==> src/tp_consts.vh <==
// constants for the test point strap and debug port
`ifndef TP_CONSTS_VH
`define TP_CONSTS_VH

// port geometry
`define TP_PIN_W       8
`define TP_SEL_W       3
`define TP_ACC_W       24
`define TP_ACC_ONE     64'd16777216

// strap selections
`define TP_SEL_QUIET   3'h0
`define TP_SEL_CLKDBG  3'h2
`define TP_SEL_RST     3'h0

// fixed levels in clock debug selection: pins 3, 5 and 6 high, pin 4 low
`define TP_LVL_CLKDBG  8'h68
`define TP_PIN_F60     0
`define TP_PIN_F30     1
`define TP_PIN_FVAR    2
`define TP_PIN_F7P5    7

// rates in hertz
`define TP_CLK_HZ      64'd125000000
`define TP_F60_HZ      64'd60000000
`define TP_F30_HZ      64'd30000000
`define TP_F7P5_HZ     64'd7500000
`define TP_FVMIN_HZ    64'd700000
`define TP_FVMAX_HZ    64'd22500000
`define TP_FVDEF_HZ    64'd10000000

`endif

==> src/tp_nco.v <==
// phase accumulator clock generator for one debug clock output
`timescale 1ns/10ps
module tp_nco (
	// clock and reset
	input  wire        clock,
	input  wire        srst,
	// control
	input  wire        enable,
	input  wire [23:0] step,
	// output
	output reg         clkOut
);

	reg [23:0] phase;

	// the top phase bit is the clock; with a non-dividing rate the edges
	// jitter by one core period, which is fine for a lab probe
	always @(posedge clock) begin
		if (srst || !enable) begin
			phase  <= 24'h000000;
			clkOut <= 1'b0;
		end else begin
			phase  <= phase + step;
			clkOut <= phase[23];
		end
	end

endmodule

==> src/tp_strap_port.v <==
// test point port: strap capture at reset release, then debug outputs
// How it works
// - pins stay undriven while system reset held
// - pins become outputs after reset release, clock debug selection only
// - capture straps at release, hold until reset
// - pad pull-down makes open straps read zero
// - all-zero selection keeps every pin high impedance
// - sample straps only on reset rising edge
// - later strap changes ignored until next reset
// - clock debug: 60 MHz pin0, 30 MHz pin1
// - pin2 variable clock, pin7 7.5 MHz, fixed levels
// - software may change selection only after reset release
// - reset rising edge also starts initialisation
`timescale 1ns/10ps
`include "tp_consts.vh"
module tp_strap_port (
	// clock and chip logic reset
	input  wire        clock,
	input  wire        srst,
	// reset pin from the board, asynchronous
	input  wire        systemReset_n,
	// debug probe pins, split into input, output and enable
	input  wire [7:0]  debugProbePinsIn,
	output reg  [7:0]  debugProbePinsOut,
	output reg  [7:0]  debugProbePinsOe_n,
	// software selection
	input  wire        selWrite,
	input  wire [2:0]  selData,
	// software variable clock step
	input  wire        rateWrite,
	input  wire [23:0] rateData,
	// status
	output reg  [2:0]  strapSelectBits,
	output reg  [2:0]  activeSelect,
	output reg  [23:0] activeRate,
	output reg         portActive,
	output reg         initStart
);

	////////////////////////////////////////////////////////////////////////
	// rate constants

	localparam [63:0] STEP60_W   = (`TP_F60_HZ * `TP_ACC_ONE) / `TP_CLK_HZ;
	localparam [63:0] STEP30_W   = (`TP_F30_HZ * `TP_ACC_ONE) / `TP_CLK_HZ;
	localparam [63:0] STEP7P5_W  = (`TP_F7P5_HZ * `TP_ACC_ONE) / `TP_CLK_HZ;
	// lower bound rounds up, upper bound rounds down, so the clamp never
	// leaves the allowed band
	localparam [63:0] STEPVMIN_W =
		(`TP_FVMIN_HZ * `TP_ACC_ONE + `TP_CLK_HZ - 64'd1) / `TP_CLK_HZ;
	localparam [63:0] STEPVMAX_W = (`TP_FVMAX_HZ * `TP_ACC_ONE) / `TP_CLK_HZ;
	localparam [63:0] STEPVDEF_W = (`TP_FVDEF_HZ * `TP_ACC_ONE) / `TP_CLK_HZ;

	localparam [23:0] STEP60   = STEP60_W[23:0];
	localparam [23:0] STEP30   = STEP30_W[23:0];
	localparam [23:0] STEP7P5  = STEP7P5_W[23:0];
	localparam [23:0] STEPVMIN = STEPVMIN_W[23:0];
	localparam [23:0] STEPVMAX = STEPVMAX_W[23:0];
	localparam [23:0] STEPVDEF = STEPVDEF_W[23:0];

	// port states, one-hot
	localparam [1:0] ST_STRAP = 2'h1;
	localparam [1:0] ST_RUN   = 2'h2;

	////////////////////////////////////////////////////////////////////////
	// decode helpers

	function isClockDebug;
		input [2:0] sel;
		begin
			isClockDebug = (sel == `TP_SEL_CLKDBG);
		end
	endfunction

	function [23:0] clampRate;
		input [23:0] req;
		begin
			if (req < STEPVMIN)
				clampRate = STEPVMIN;
			else if (req > STEPVMAX)
				clampRate = STEPVMAX;
			else
				clampRate = req;
		end
	endfunction

	function [23:0] ncoStep;
		input [1:0]  idx;
		input [23:0] varStep;
		begin
			case (idx)
				2'h0:    ncoStep = STEP60;
				2'h1:    ncoStep = STEP30;
				2'h2:    ncoStep = varStep;
				default: ncoStep = STEP7P5;
			endcase
		end
	endfunction

	////////////////////////////////////////////////////////////////////////
	// pin synchronisers

	reg       resetMeta;
	reg       resetSync;
	reg       resetSyncPrev;
	reg [7:0] pinsMeta;
	reg [7:0] pinsSync;

	// the reset pin and the straps come from the board, so both pass two
	// flops; the straps keep the same latency as the reset so the capture
	// sees the levels that stood at the release
	always @(posedge clock) begin
		if (srst) begin
			resetMeta     <= 1'b0;
			resetSync     <= 1'b0;
			resetSyncPrev <= 1'b0;
			pinsMeta      <= 8'h00;
			pinsSync      <= 8'h00;
		end else begin
			resetMeta     <= systemReset_n;
			resetSync     <= resetMeta;
			resetSyncPrev <= resetSync;
			pinsMeta      <= debugProbePinsIn;
			pinsSync      <= pinsMeta;
		end
	end

	// only a low-to-high step of the synchronised reset counts
	wire releaseEdge = resetSync && !resetSyncPrev;

	////////////////////////////////////////////////////////////////////////
	// strap capture and selection

	reg [1:0]  state;
	reg [1:0]  next_state;
	reg [2:0]  swSelect;
	reg [23:0] varStep;

	always @* begin
		next_state = state;
		case (state)
			ST_STRAP: begin
				if (releaseEdge)
					next_state = ST_RUN;
			end
			ST_RUN: begin
				if (!resetSync)
					next_state = ST_STRAP;
			end
			default: begin
				next_state = ST_STRAP;
			end
		endcase
	end

	always @(posedge clock) begin
		if (srst) begin
			state           <= ST_STRAP;
			strapSelectBits <= `TP_SEL_RST;
			swSelect        <= `TP_SEL_RST;
			varStep         <= STEPVDEF;
			initStart       <= 1'b0;
		end else begin
			state     <= next_state;
			initStart <= (state == ST_STRAP) && releaseEdge;
			if ((state == ST_STRAP) && releaseEdge) begin
				// open straps read zero through the pad pull-down
				strapSelectBits <= pinsSync[2:0];
				swSelect        <= pinsSync[2:0];
			end else if ((state == ST_RUN) && selWrite) begin
				// writes while reset holds are dropped; the strap owns
				// the selection until release
				swSelect <= selData;
			end
			// strap levels seen in run state are never looked at again
			if ((state == ST_RUN) && rateWrite)
				varStep <= clampRate(rateData);
		end
	end

	wire running = (state == ST_RUN);
	wire clkDbg  = running && isClockDebug(swSelect);

	////////////////////////////////////////////////////////////////////////
	// debug clock generators

	wire [3:0] ncoClk;

	genvar g;
	generate
		for (g = 0; g < 4; g = g + 1) begin : genNco
			localparam integer IDXI = g;
			localparam [1:0]   IDX  = IDXI[1:0];
			tp_nco uNco (
				.clock  (clock),
				.srst   (srst),
				.enable (clkDbg),
				.step   (ncoStep(IDX, varStep)),
				.clkOut (ncoClk[g])
			);
		end
	endgenerate

	////////////////////////////////////////////////////////////////////////
	// pin drivers

	reg [7:0] next_pinsOut;
	reg [7:0] next_pinsOe_n;

	always @* begin
		next_pinsOut  = 8'h00;
		next_pinsOe_n = 8'hff;
		if (clkDbg) begin
			next_pinsOe_n              = 8'h00;
			next_pinsOut               = `TP_LVL_CLKDBG;
			next_pinsOut[`TP_PIN_F60]  = ncoClk[0];
			next_pinsOut[`TP_PIN_F30]  = ncoClk[1];
			next_pinsOut[`TP_PIN_FVAR] = ncoClk[2];
			next_pinsOut[`TP_PIN_F7P5] = ncoClk[3];
		end
	end

	// the pin drivers and status sit behind one more flop so every output
	// is a register; release from driving therefore lags the reset pin by
	// four core cycles
	always @(posedge clock) begin
		if (srst) begin
			debugProbePinsOut  <= 8'h00;
			debugProbePinsOe_n <= 8'hff;
			activeSelect       <= `TP_SEL_RST;
			activeRate         <= STEPVDEF;
			portActive         <= 1'b0;
		end else begin
			debugProbePinsOut  <= next_pinsOut;
			debugProbePinsOe_n <= next_pinsOe_n;
			activeSelect       <= swSelect;
			activeRate         <= varStep;
			portActive         <= running;
		end
	end

endmodule

==> config.mk <==
export PLATFORM = sky130hd
export DESIGN_NAME = tp_strap_port
export DESIGN_NICKNAME = d
export VERILOG_FILES = /design/src/tp_nco.v /design/src/tp_strap_port.v
export VERILOG_INCLUDE_DIRS = /design/src
export SDC_FILE = /design/constraint.sdc
export NUM_CORES = 1
export LEC_CHECK = 0
export BUFFER_PORTS_ARGS = -buffer_cell sky130_fd_sc_hd__buf_2
export CAP_MARGIN = 20
export CORE_MARGIN = 4
export CORE_UTILIZATION = 40
export DETAILED_ROUTE_END_ITERATION = 10
export PLACE_DENSITY = 0.68
export RECOVER_POWER = 25
export REMOVE_ABC_BUFFERS = 1
export SETUP_SLACK_MARGIN = 0.05
export SKIP_CTS_REPAIR_TIMING = 1
export SLEW_MARGIN = 20
export SYNTH_ARGS = -nofsm -noshare
export SYNTH_HDL_FRONTEND = slang
export SYNTH_SLANG_ARGS = --single-unit
==> constraint.sdc <==
create_clock -name clock -period 4 [get_ports clock]
set_clock_uncertainty 0.05 [all_clocks]
set_input_delay 0.2 -clock clock [delete_from_list [all_inputs] [get_ports clock]]
set_output_delay 0.2 -clock clock [all_outputs]
set_load 0.05 [all_outputs]
[Yosys cells after proc, flatten, opt, wreduce, memory -nomap -nowiden]
Index checks and enable logic that the tools add are counted.
Cells by class
  bitwise gates (word level): 1
  eq/ne operators: 5
  order comparisons: 2
  mux-type cells: 9
  reductions and logical operators: 11
  add/subtract/negate cells: 4
Operator list (count)
  two-way mux 24 bit: 2
  adder 24 x 20 -> 24 bit (second input constant): 1
  adder 24 x 22 -> 24 bit (second input constant): 1
  adder 24 x 23 -> 24 bit (second input constant): 1
  adder 24 bit: 1
  greater-than comparator 24 x 22 -> 1 bit (second input constant): 1
  < comparator 24 x 17 -> 1 bit (second input constant): 1
  two-way mux 8 bit: 1
  two-way mux 7 bit: 1
  two-way mux 3 bit: 2
  logical AND 1 bit: 5
  two-way mux 2 bit: 2
  != test 2 bit (second input constant): 2
  case mux 2 bit (2 select lines): 1
  == test 3 x 2 -> 1 bit (second input constant): 1
  == test 2 x 1 -> 1 bit (second input constant): 1
  == test 2 bit (second input constant): 1
  zero test 1 bit: 2
  AND reduction 2 bit: 1
  nonzero test 2 bit: 1
  OR reduction 2 bit: 1
  logical OR 1 bit: 1
  inverter 1 bit: 1
Word-level totals
  register bits: 186
  output and inout bits: 48
  word-level logic and storage cells: 56

[Logic depth before layout (Yosys ltp)]
Gate-level depths: netlist of the first run.
  depth after elaboration: 4
  depth in mapped cells: 9

[Modules after synthesis]
Synthesis of the first run repeated with hierarchy kept, for this count alone.
Second synthesis, totals
  cells, all modules: 1210
  area, all modules: 10552.6 sq um
By module, submodules not included
  tp_nco at genNco[1].uNco ...: cells each 238, instances 3, area each 1960.6 sq um
  tp_strap_port: cells each 257, instances 1, area each 2688.8 sq um
  tp_nco at genNco[0].uNco: cells each 239, instances 1, area each 1981.9 sq um

[Worst setup path after synthesis of the first run]
Ideal clock, no wire load.
  kind: reg-to-reg
  from: register genNco[2].uNco.phase[0]
  to: register genNco[2].uNco.phase[18]
  stages on the path, launching flop included: 9
  period minus slack after synthesis: 2.298 ns
  setup slack: 1.702 ns
  data arrival time: 2.176 ns
  cell sequence: dfxtp_1 > ha_1 > fa_1 > a21o_1 > a221o_1 > a21oi_1 > o21ai_0 > a31oi_1 > mux2i_1
On the way
  longest elaborated chain between the ends: 1
RTL lines
  start, declared: RTL line tp_nco.v:14  | reg [23:0] phase;
  start signal, assigned: RTL line tp_nco.v:23  | phase <= phase + step;
  adder 24 bit: RTL line tp_nco.v:23
No other way between the ends.
A chain may end at the register's enable or synchronous reset.

[Worst setup path after layout of the first run]
  from: register varStep[0]
  to: register genNco[2].uNco.phase[18]
On the way
  longest elaborated chain between the ends: 1
RTL lines
  start, declared: RTL line tp_strap_port.v:136  | reg [23:0] varStep;
  start signal, assigned: RTL line tp_strap_port.v:176  | varStep <= clampRate(rateData);
  adder 24 bit: RTL line tp_nco.v:23
No other way between the ends.

==> flow_summary.ini, run 1 <==
[finish]
num-fill-cells = 1755
fin_cells = 1141
regArea_sq_um = 3463
multi_input_area_sq_um = 3779
mostFrequentLayoutCell = dfxtp_1
mostFrequentLayoutCells = 173 x dfxtp_1, 113 x nor2_1, 56 x a21oi_1, 56 x nand2_1, 44 x buf_2
diodes = 0
finish.utilization_pct = 47.17
syn_to_final_growth_pct = 14.45
drive_gt1_share_pct = 12.06
finalNetCount = 967

[sta]
timing.hold.ws_ps = -6.887
rsz0062_at_grt = no
min_period_ps = 2609
relSlewSlack_pct = 48.25
period_share_pct = 65.23
report.final.hold_viol_count = 1
fmax_mhz = 383.2
finalSetupTns_ps = 0
setup_viol = 0
drv_slew = 0
fin_ws_ps = 1391
max_slew.worst_pin.slew_ps = 774.4

[pwr]
total_leakage_power_nw = 3.481
power_frac_seq_pct = 52.1
power_w = 0.003330
switching_power_w = 0.0007484
p_clk_share_pct = 45.6
power.combinational.fraction_pct = 2.3
p_int_w = 0.002582
switching_share_pct = 22.47
power_density_nw_per_um2 = 387.7
ir_drop_v = 0.0003048

[worst_hold_path]
min_to = swSelect[1]$_SDFFE_PP0P_
min_path_type = in -> reg
min_path_cells = 3
min_from = selData[1]

[critical_path]
reg2reg_to = genNco[2].uNco.phase[18]$_SDFF_PP0_
r2r_cells = 8
slowest_stage = fa_1
max_stage_delay_ps = 410
arrival_ps = 2920
r2r_setup_slack_ps = 1390
cp-start-kind = register
crit_type = reg -> reg
cp.required_ps = 4310
crit_buf_inv = 0
worstSetupPathDepth = 8
r2r_start = varStep[0]$_SDFFE_PP1P_
crit_family = compound AO/OA/AOI/OAI gates
cp-end-kind = register
cp_cell_sequence = ha_1 > fa_1 > a21o_1 > a221o_1 > a21oi_1 > o21ai_0 > a31oi_1 > mux2i_1
crit_fanout = 5

[logic_synthesis]
ys_seq_area_share_pct = 46.15
synth_area_sq_um = 7505
synth_cells = 829
avgSynthCellArea_sq_um = 9.053
ys.flop_type = dfxtp_1
synth_cell_types = 71
ys.warnings.count = 0
synthArstFlopShare_pct = 0
synth_edf_count = 0
ys_ff_latch = 173

[floorplan]
pin_count = 88
rows = 49
initial_core_util_pct = 41.21
fp.dieH_microns = 145.0
die_w_microns = 145.0
core_area_sq_um = 18210
dieArea_sq_um = 21020

[placed_design]
dp.cells = 1103
io_buffers = 81
gp_congestion = 0.8388
dp_slack_ps = 1432
hpwl_microns = 10610

[cts]
cts_tree = built
cts.sink_count = 173
cts-root-buf = clkbuf_16
clk_latency_ps = 420
clk_pin_slew_ps = 70
cts_inserted_buffers = 17
clockBufferDepth = 2
ctsHtreeMaxLevel = 4

[route]
postRouteWirelength_microns = 15090
ant_nets = 0
first_pass_iters = 4
drc_errors = 0
drt_iter0_markers = 207
viasPerCell = 5.123
vias = 5845
wl_per_cell_microns = 13.22

[global_routing]
grt_max_degree = 65
grtUsageTotal_pct = 14.25
grt_pass1_vias = 5483
overflow = 0
grt_pass1_wl_microns = 25450
antenna_found_initial = 0

[flow_run]
cap_violations = 0

[outcome]
violations = hold timing
status = finished with violations
[routing by layer]
layer	routed length, microns	share of wire, %	track usage (%)
met1	7212	48	18.60
met5	0	0	0
met2	6891	46	23.31
met4	112	0.74	3.373
met3	872	5.8	4.397
[logic make-up after synthesis]
family / after synthesis / synth area share (%)
flip-flops: 173 / 46.15
buffers and inverters: 51 / 3.501
multiplexers: 5 / 0.6669
other: 1 / 0.04997
XOR/XNOR: 64 / 7.469
AND/OR/NAND/NOR: 325 / 21.71
AO/OA/AOI/OAI: 183 / 15.86
adder cells (fa/ha/maj): 27 / 4.602
[through the flow]
| step | hold WS [ps] | area, sq um |
|---|---|---|
| floorplan | 219.1 | 7279 |
| global placement | 359.5 | 8021 |
| detailed placement | 362.2 | 8021 |
| CTS | -86.83 | 8566 |
| global route | 0.3414 | 8589 |
| finish | -6.887 | 8589 |
[flip-flops by register name, indices dropped and copies added (netlist names)]
name and flops:
genNco.uNco.phase 93, activeRate 24, varStep 24, debugProbePinsOut 5, genNco.uNco.clkOut 4, activeSelect 3
pinsMeta 3, pinsSync 3, strapSelectBits 3, swSelect 3, state 2, debugProbePinsOe_n 1
initStart 1, portActive 1, resetMeta 1, resetSync 1, resetSyncPrev 1
[cell usage after synthesis (5+ instances only)]
master	count	area, sq um
nand2b_1	11	68.82
nor4_1	6	37.54
dfxtp_1	173	3463
ha_1	26	325.3
buf_4	10	75.07
o21a_1	10	75.07
o31ai_1	6	45.04
nor2_1	113	424.2
and3_1	6	37.54
o21bai_1	7	52.55
a211oi_1	9	67.56
or2_2	16	100.1
nand3_1	9	45.04
clkbuf_1	19	71.32
mux2i_1	5	50.05
buf_2	9	45.04
and2_1	17	106.4
a21o_1	9	67.56
nand2_1	56	210.2
o21ai_0	36	180.2
or3_1	9	56.30
a21oi_1	56	280.3
nand4_1	11	68.82
nor3_1	17	85.08
xnor2_1	37	324.1
nor2b_1	31	193.9
o211ai_1	8	60.06
xor2_1	27	236.5
inv_1	10	37.54
[layout make-up]
cell class	instances	share of cell area [%]
tap	229	3.336
clock buffer	18	5.113
inverter	10	0.4370
multi-input combinational	605	43.99
sequential	173	40.32
timing repair buffer	93	5.579
clock inverter	13	1.224
[how the worst max path moves through the flow]
stage                                                  start                                   to  slack (ps)
final                                varStep[0]$_SDFFE_PP1P_  genNco[2].uNco.phase[18]$_SDFF_PP0_        1390
after global routing                 varStep[0]$_SDFFE_PP1P_  genNco[2].uNco.phase[18]$_SDFF_PP0_        1250
after CTS                            varStep[0]$_SDFFE_PP1P_  genNco[2].uNco.phase[18]$_SDFF_PP0_        1400
after detailed placement             varStep[0]$_SDFFE_PP1P_  genNco[2].uNco.phase[18]$_SDFF_PP0_        1430
after global placement    genNco[2].uNco.phase[0]$_SDFF_PP0_  genNco[2].uNco.phase[18]$_SDFF_PP0_        1430
after floorplan             debugProbePinsOe_n[6]$_SDFF_PP1_                debugProbePinsOe_n[0]         910
[worst reg2reg max path, cell delays in order, from the launching register on]
cell	delay [ps]
dfxtp_1	320
ha_1	220
fa_1	410
a21o_1	190
a221o_1	350
a21oi_1	360
o21ai_0	210
a31oi_1	240
mux2i_1	190
[power by group through the flow]
stage / combinational (W) / clock [W] / sequential (W)
global route: 0.0000848 / 0.00164 / 0.00173
floorplan: 0.0000253 / 0 / 0.00178
CTS: 0.0000727 / 0.00156 / 0.00173
finish: 0.0000777 / 0.00152 / 0.00173
global placement: 0.0000726 / 0 / 0.00177
detailed placement: 0.0000722 / 0 / 0.00177
(Power assumes the default switching activity.)
==> run 2: changes to the inputs <==
==> constraint.sdc (replaced) <==
create_clock -name clock -period 2.6 [get_ports clock]
set_clock_uncertainty 0.05 [all_clocks]
set_input_delay 0.13 -clock clock [delete_from_list [all_inputs] [get_ports clock]]
set_output_delay 0.13 -clock clock [all_outputs]
set_load 0.05 [all_outputs]
==> run 2 against run 1 <==
Critical endpoint is now genNco[2].uNco.phase[10]$_SDFF_PP0_. Register-to-register slack lost 1200 ps. Cell count is 0.79% higher. Sequential power up 54%. The flow still finishes with violations (hold timing). Highest routed layer unchanged. Worst setup slack got worse by 1200 ps.
==> flow_summary.ini, run 2 (synthesized netlist as in run 1, its figures left out) <==
[sta]
timing.hold.ws_ps = -33.13
rsz0062_at_grt = yes
setup_viol = 0
relSlewSlack_pct = 21.33
report.final.hold_viol_count = 2
period_share_pct = 93.13
fmax_mhz = 413.0
drv_slew = 0
min_period_ps = 2421
max_slew.worst_pin.slew_ps = 1180

[cts]
cts-root-buf = clkbuf_16
cts_inserted_buffers = 17
cts.sink_count = 173
clk_latency_ps = 420
cts_tree = built
clockBufferDepth = 2
ctsHtreeMaxLevel = 4
clk_pin_slew_ps = 70

[route]
postRouteWirelength_microns = 15220
viasPerCell = 5.060
drt_iter0_markers = 305
drc_errors = 0
ant_nets = 0
first_pass_iters = 4
wl_per_cell_microns = 13.24
vias = 5819

[finish]
mostFrequentLayoutCell = dfxtp_1
top_regs = genNco.uNco.phase (93), activeRate (24), varStep (24)
final_area_sq_um = 8738
mostFrequentLayoutCells = 173 x dfxtp_1, 113 x nor2_1, 56 x nand2_1, 55 x a21oi_1, 44 x buf_2
num-fill-cells = 1710
finalNetCount = 975
largest_reg_flops = 93
diodes = 0
drive_gt1_share_pct = 12.49
largest_register = genNco.uNco.phase
syn_to_final_growth_pct = 16.44
finish.utilization_pct = 47.99

[critical_path]
r2r_setup_slack_ps = 180
cp-start-kind = register
cp.required_ps = 2850
crit_fanout = 3
arrival_ps = 2670
crit_type = reg -> reg
cp-end-kind = register

[placed_design]
gp_congestion = 0.8606
placed_area_sq_um = 8044
hpwl_microns = 10500
io_buffers = 81

[floorplan]
fp.dieH_microns = 145.0
die_w_microns = 145.0
rows = 49
dieArea_sq_um = 21020
pin_count = 88
core_area_sq_um = 18210
initial_core_util_pct = 41.21

[pwr]
ir_drop_v = 0.0004590
power_density_nw_per_um2 = 622.1
total_leakage_power_nw = 3.558

[outcome]
status = finished with violations
violations = hold timing

[flow_run]
cap_violations = 0

[global_routing]
grt_pass1_wl_microns = 26190
grt_pass1_vias = 5610
grt_max_degree = 71
overflow = 0
grtUsageTotal_pct = 14.64
antenna_found_initial = 0

[worst_hold_path]
min_path_type = in -> reg
-- run 2: power breakdown --
part	switching (W)	internal [W]	total, W
registers	0.00000513	0.00266	0.00267
logic	0.0000732	0.0000523	0.000126
clock network	0.00109	0.00156	0.00264
total	0.00116	0.00427	0.00544
-- run 2: metal layers --
metal	vias up	global-route usage [%]	routed length [microns]
met1	2659	18.82	7439
met3	10	4.334	699
li1	3044	-	-
met2	106	24.48	6965
met4	0	3.325	119
met5	-	0	0
-- run 2: layout make-up --
type                            instances  area (sq um)  area share (%)
Multi-Input combinational cell        605          3782           43.28
Sequential cell                       173          3463           39.63
Timing Repair Buffer                  101         549.3           6.286
Clock buffer                           18         439.2           5.026
Tap cell                              229         286.5           3.279
Clock inverter                         14         180.2           2.062
Inverter                               10         37.54          0.4296
-- run 2: stage by stage --
step	cells	setup TNS [ps]	setup slack, ps	power (W)
floorplan	788	-3603	-421.6	0.002775
global placement	1106	0	139.5	0.002839
detailed placement	1106	0	109.1	0.002839
CTS	1138	0	76.79	0.005497
global route	1150	0	46.68	0.005624
finish	1150	0	178.7	0.005436
-- run 2: path summary, 6_finish.rpt --
| kind | from | to | depth (start not counted) |
|---|---|---|---|
| worst max-delay path | genNco[2].uNco.phase[0]$_SDFF_PP0_ | genNco[2].uNco.phase[10]$_SDFF_PP0_ | 9 |
| worst min register to register | genNco[0].uNco.clkOut$_SDFF_PP0_ | debugProbePinsOut[0]$_SDFF_PP0_ | 1 |
| worst min-delay path | rateData[2] | varStep[2]$_SDFFE_PP0P_ | 3 |
| worst max register to register | genNco[2].uNco.phase[0]$_SDFF_PP0_ | genNco[2].uNco.phase[10]$_SDFF_PP0_ | 9 |
-- run 2: worst max-delay path, stage by stage, from the launching register on --
cell,delay [ps]
dfxtp_1,310
ha_1,240
fa_1,410
a21o_1,200
a221o_1,340
buf_4,150
a21boi_0,260
o21ai_0,150
xnor2_1,150
nor2_1,50
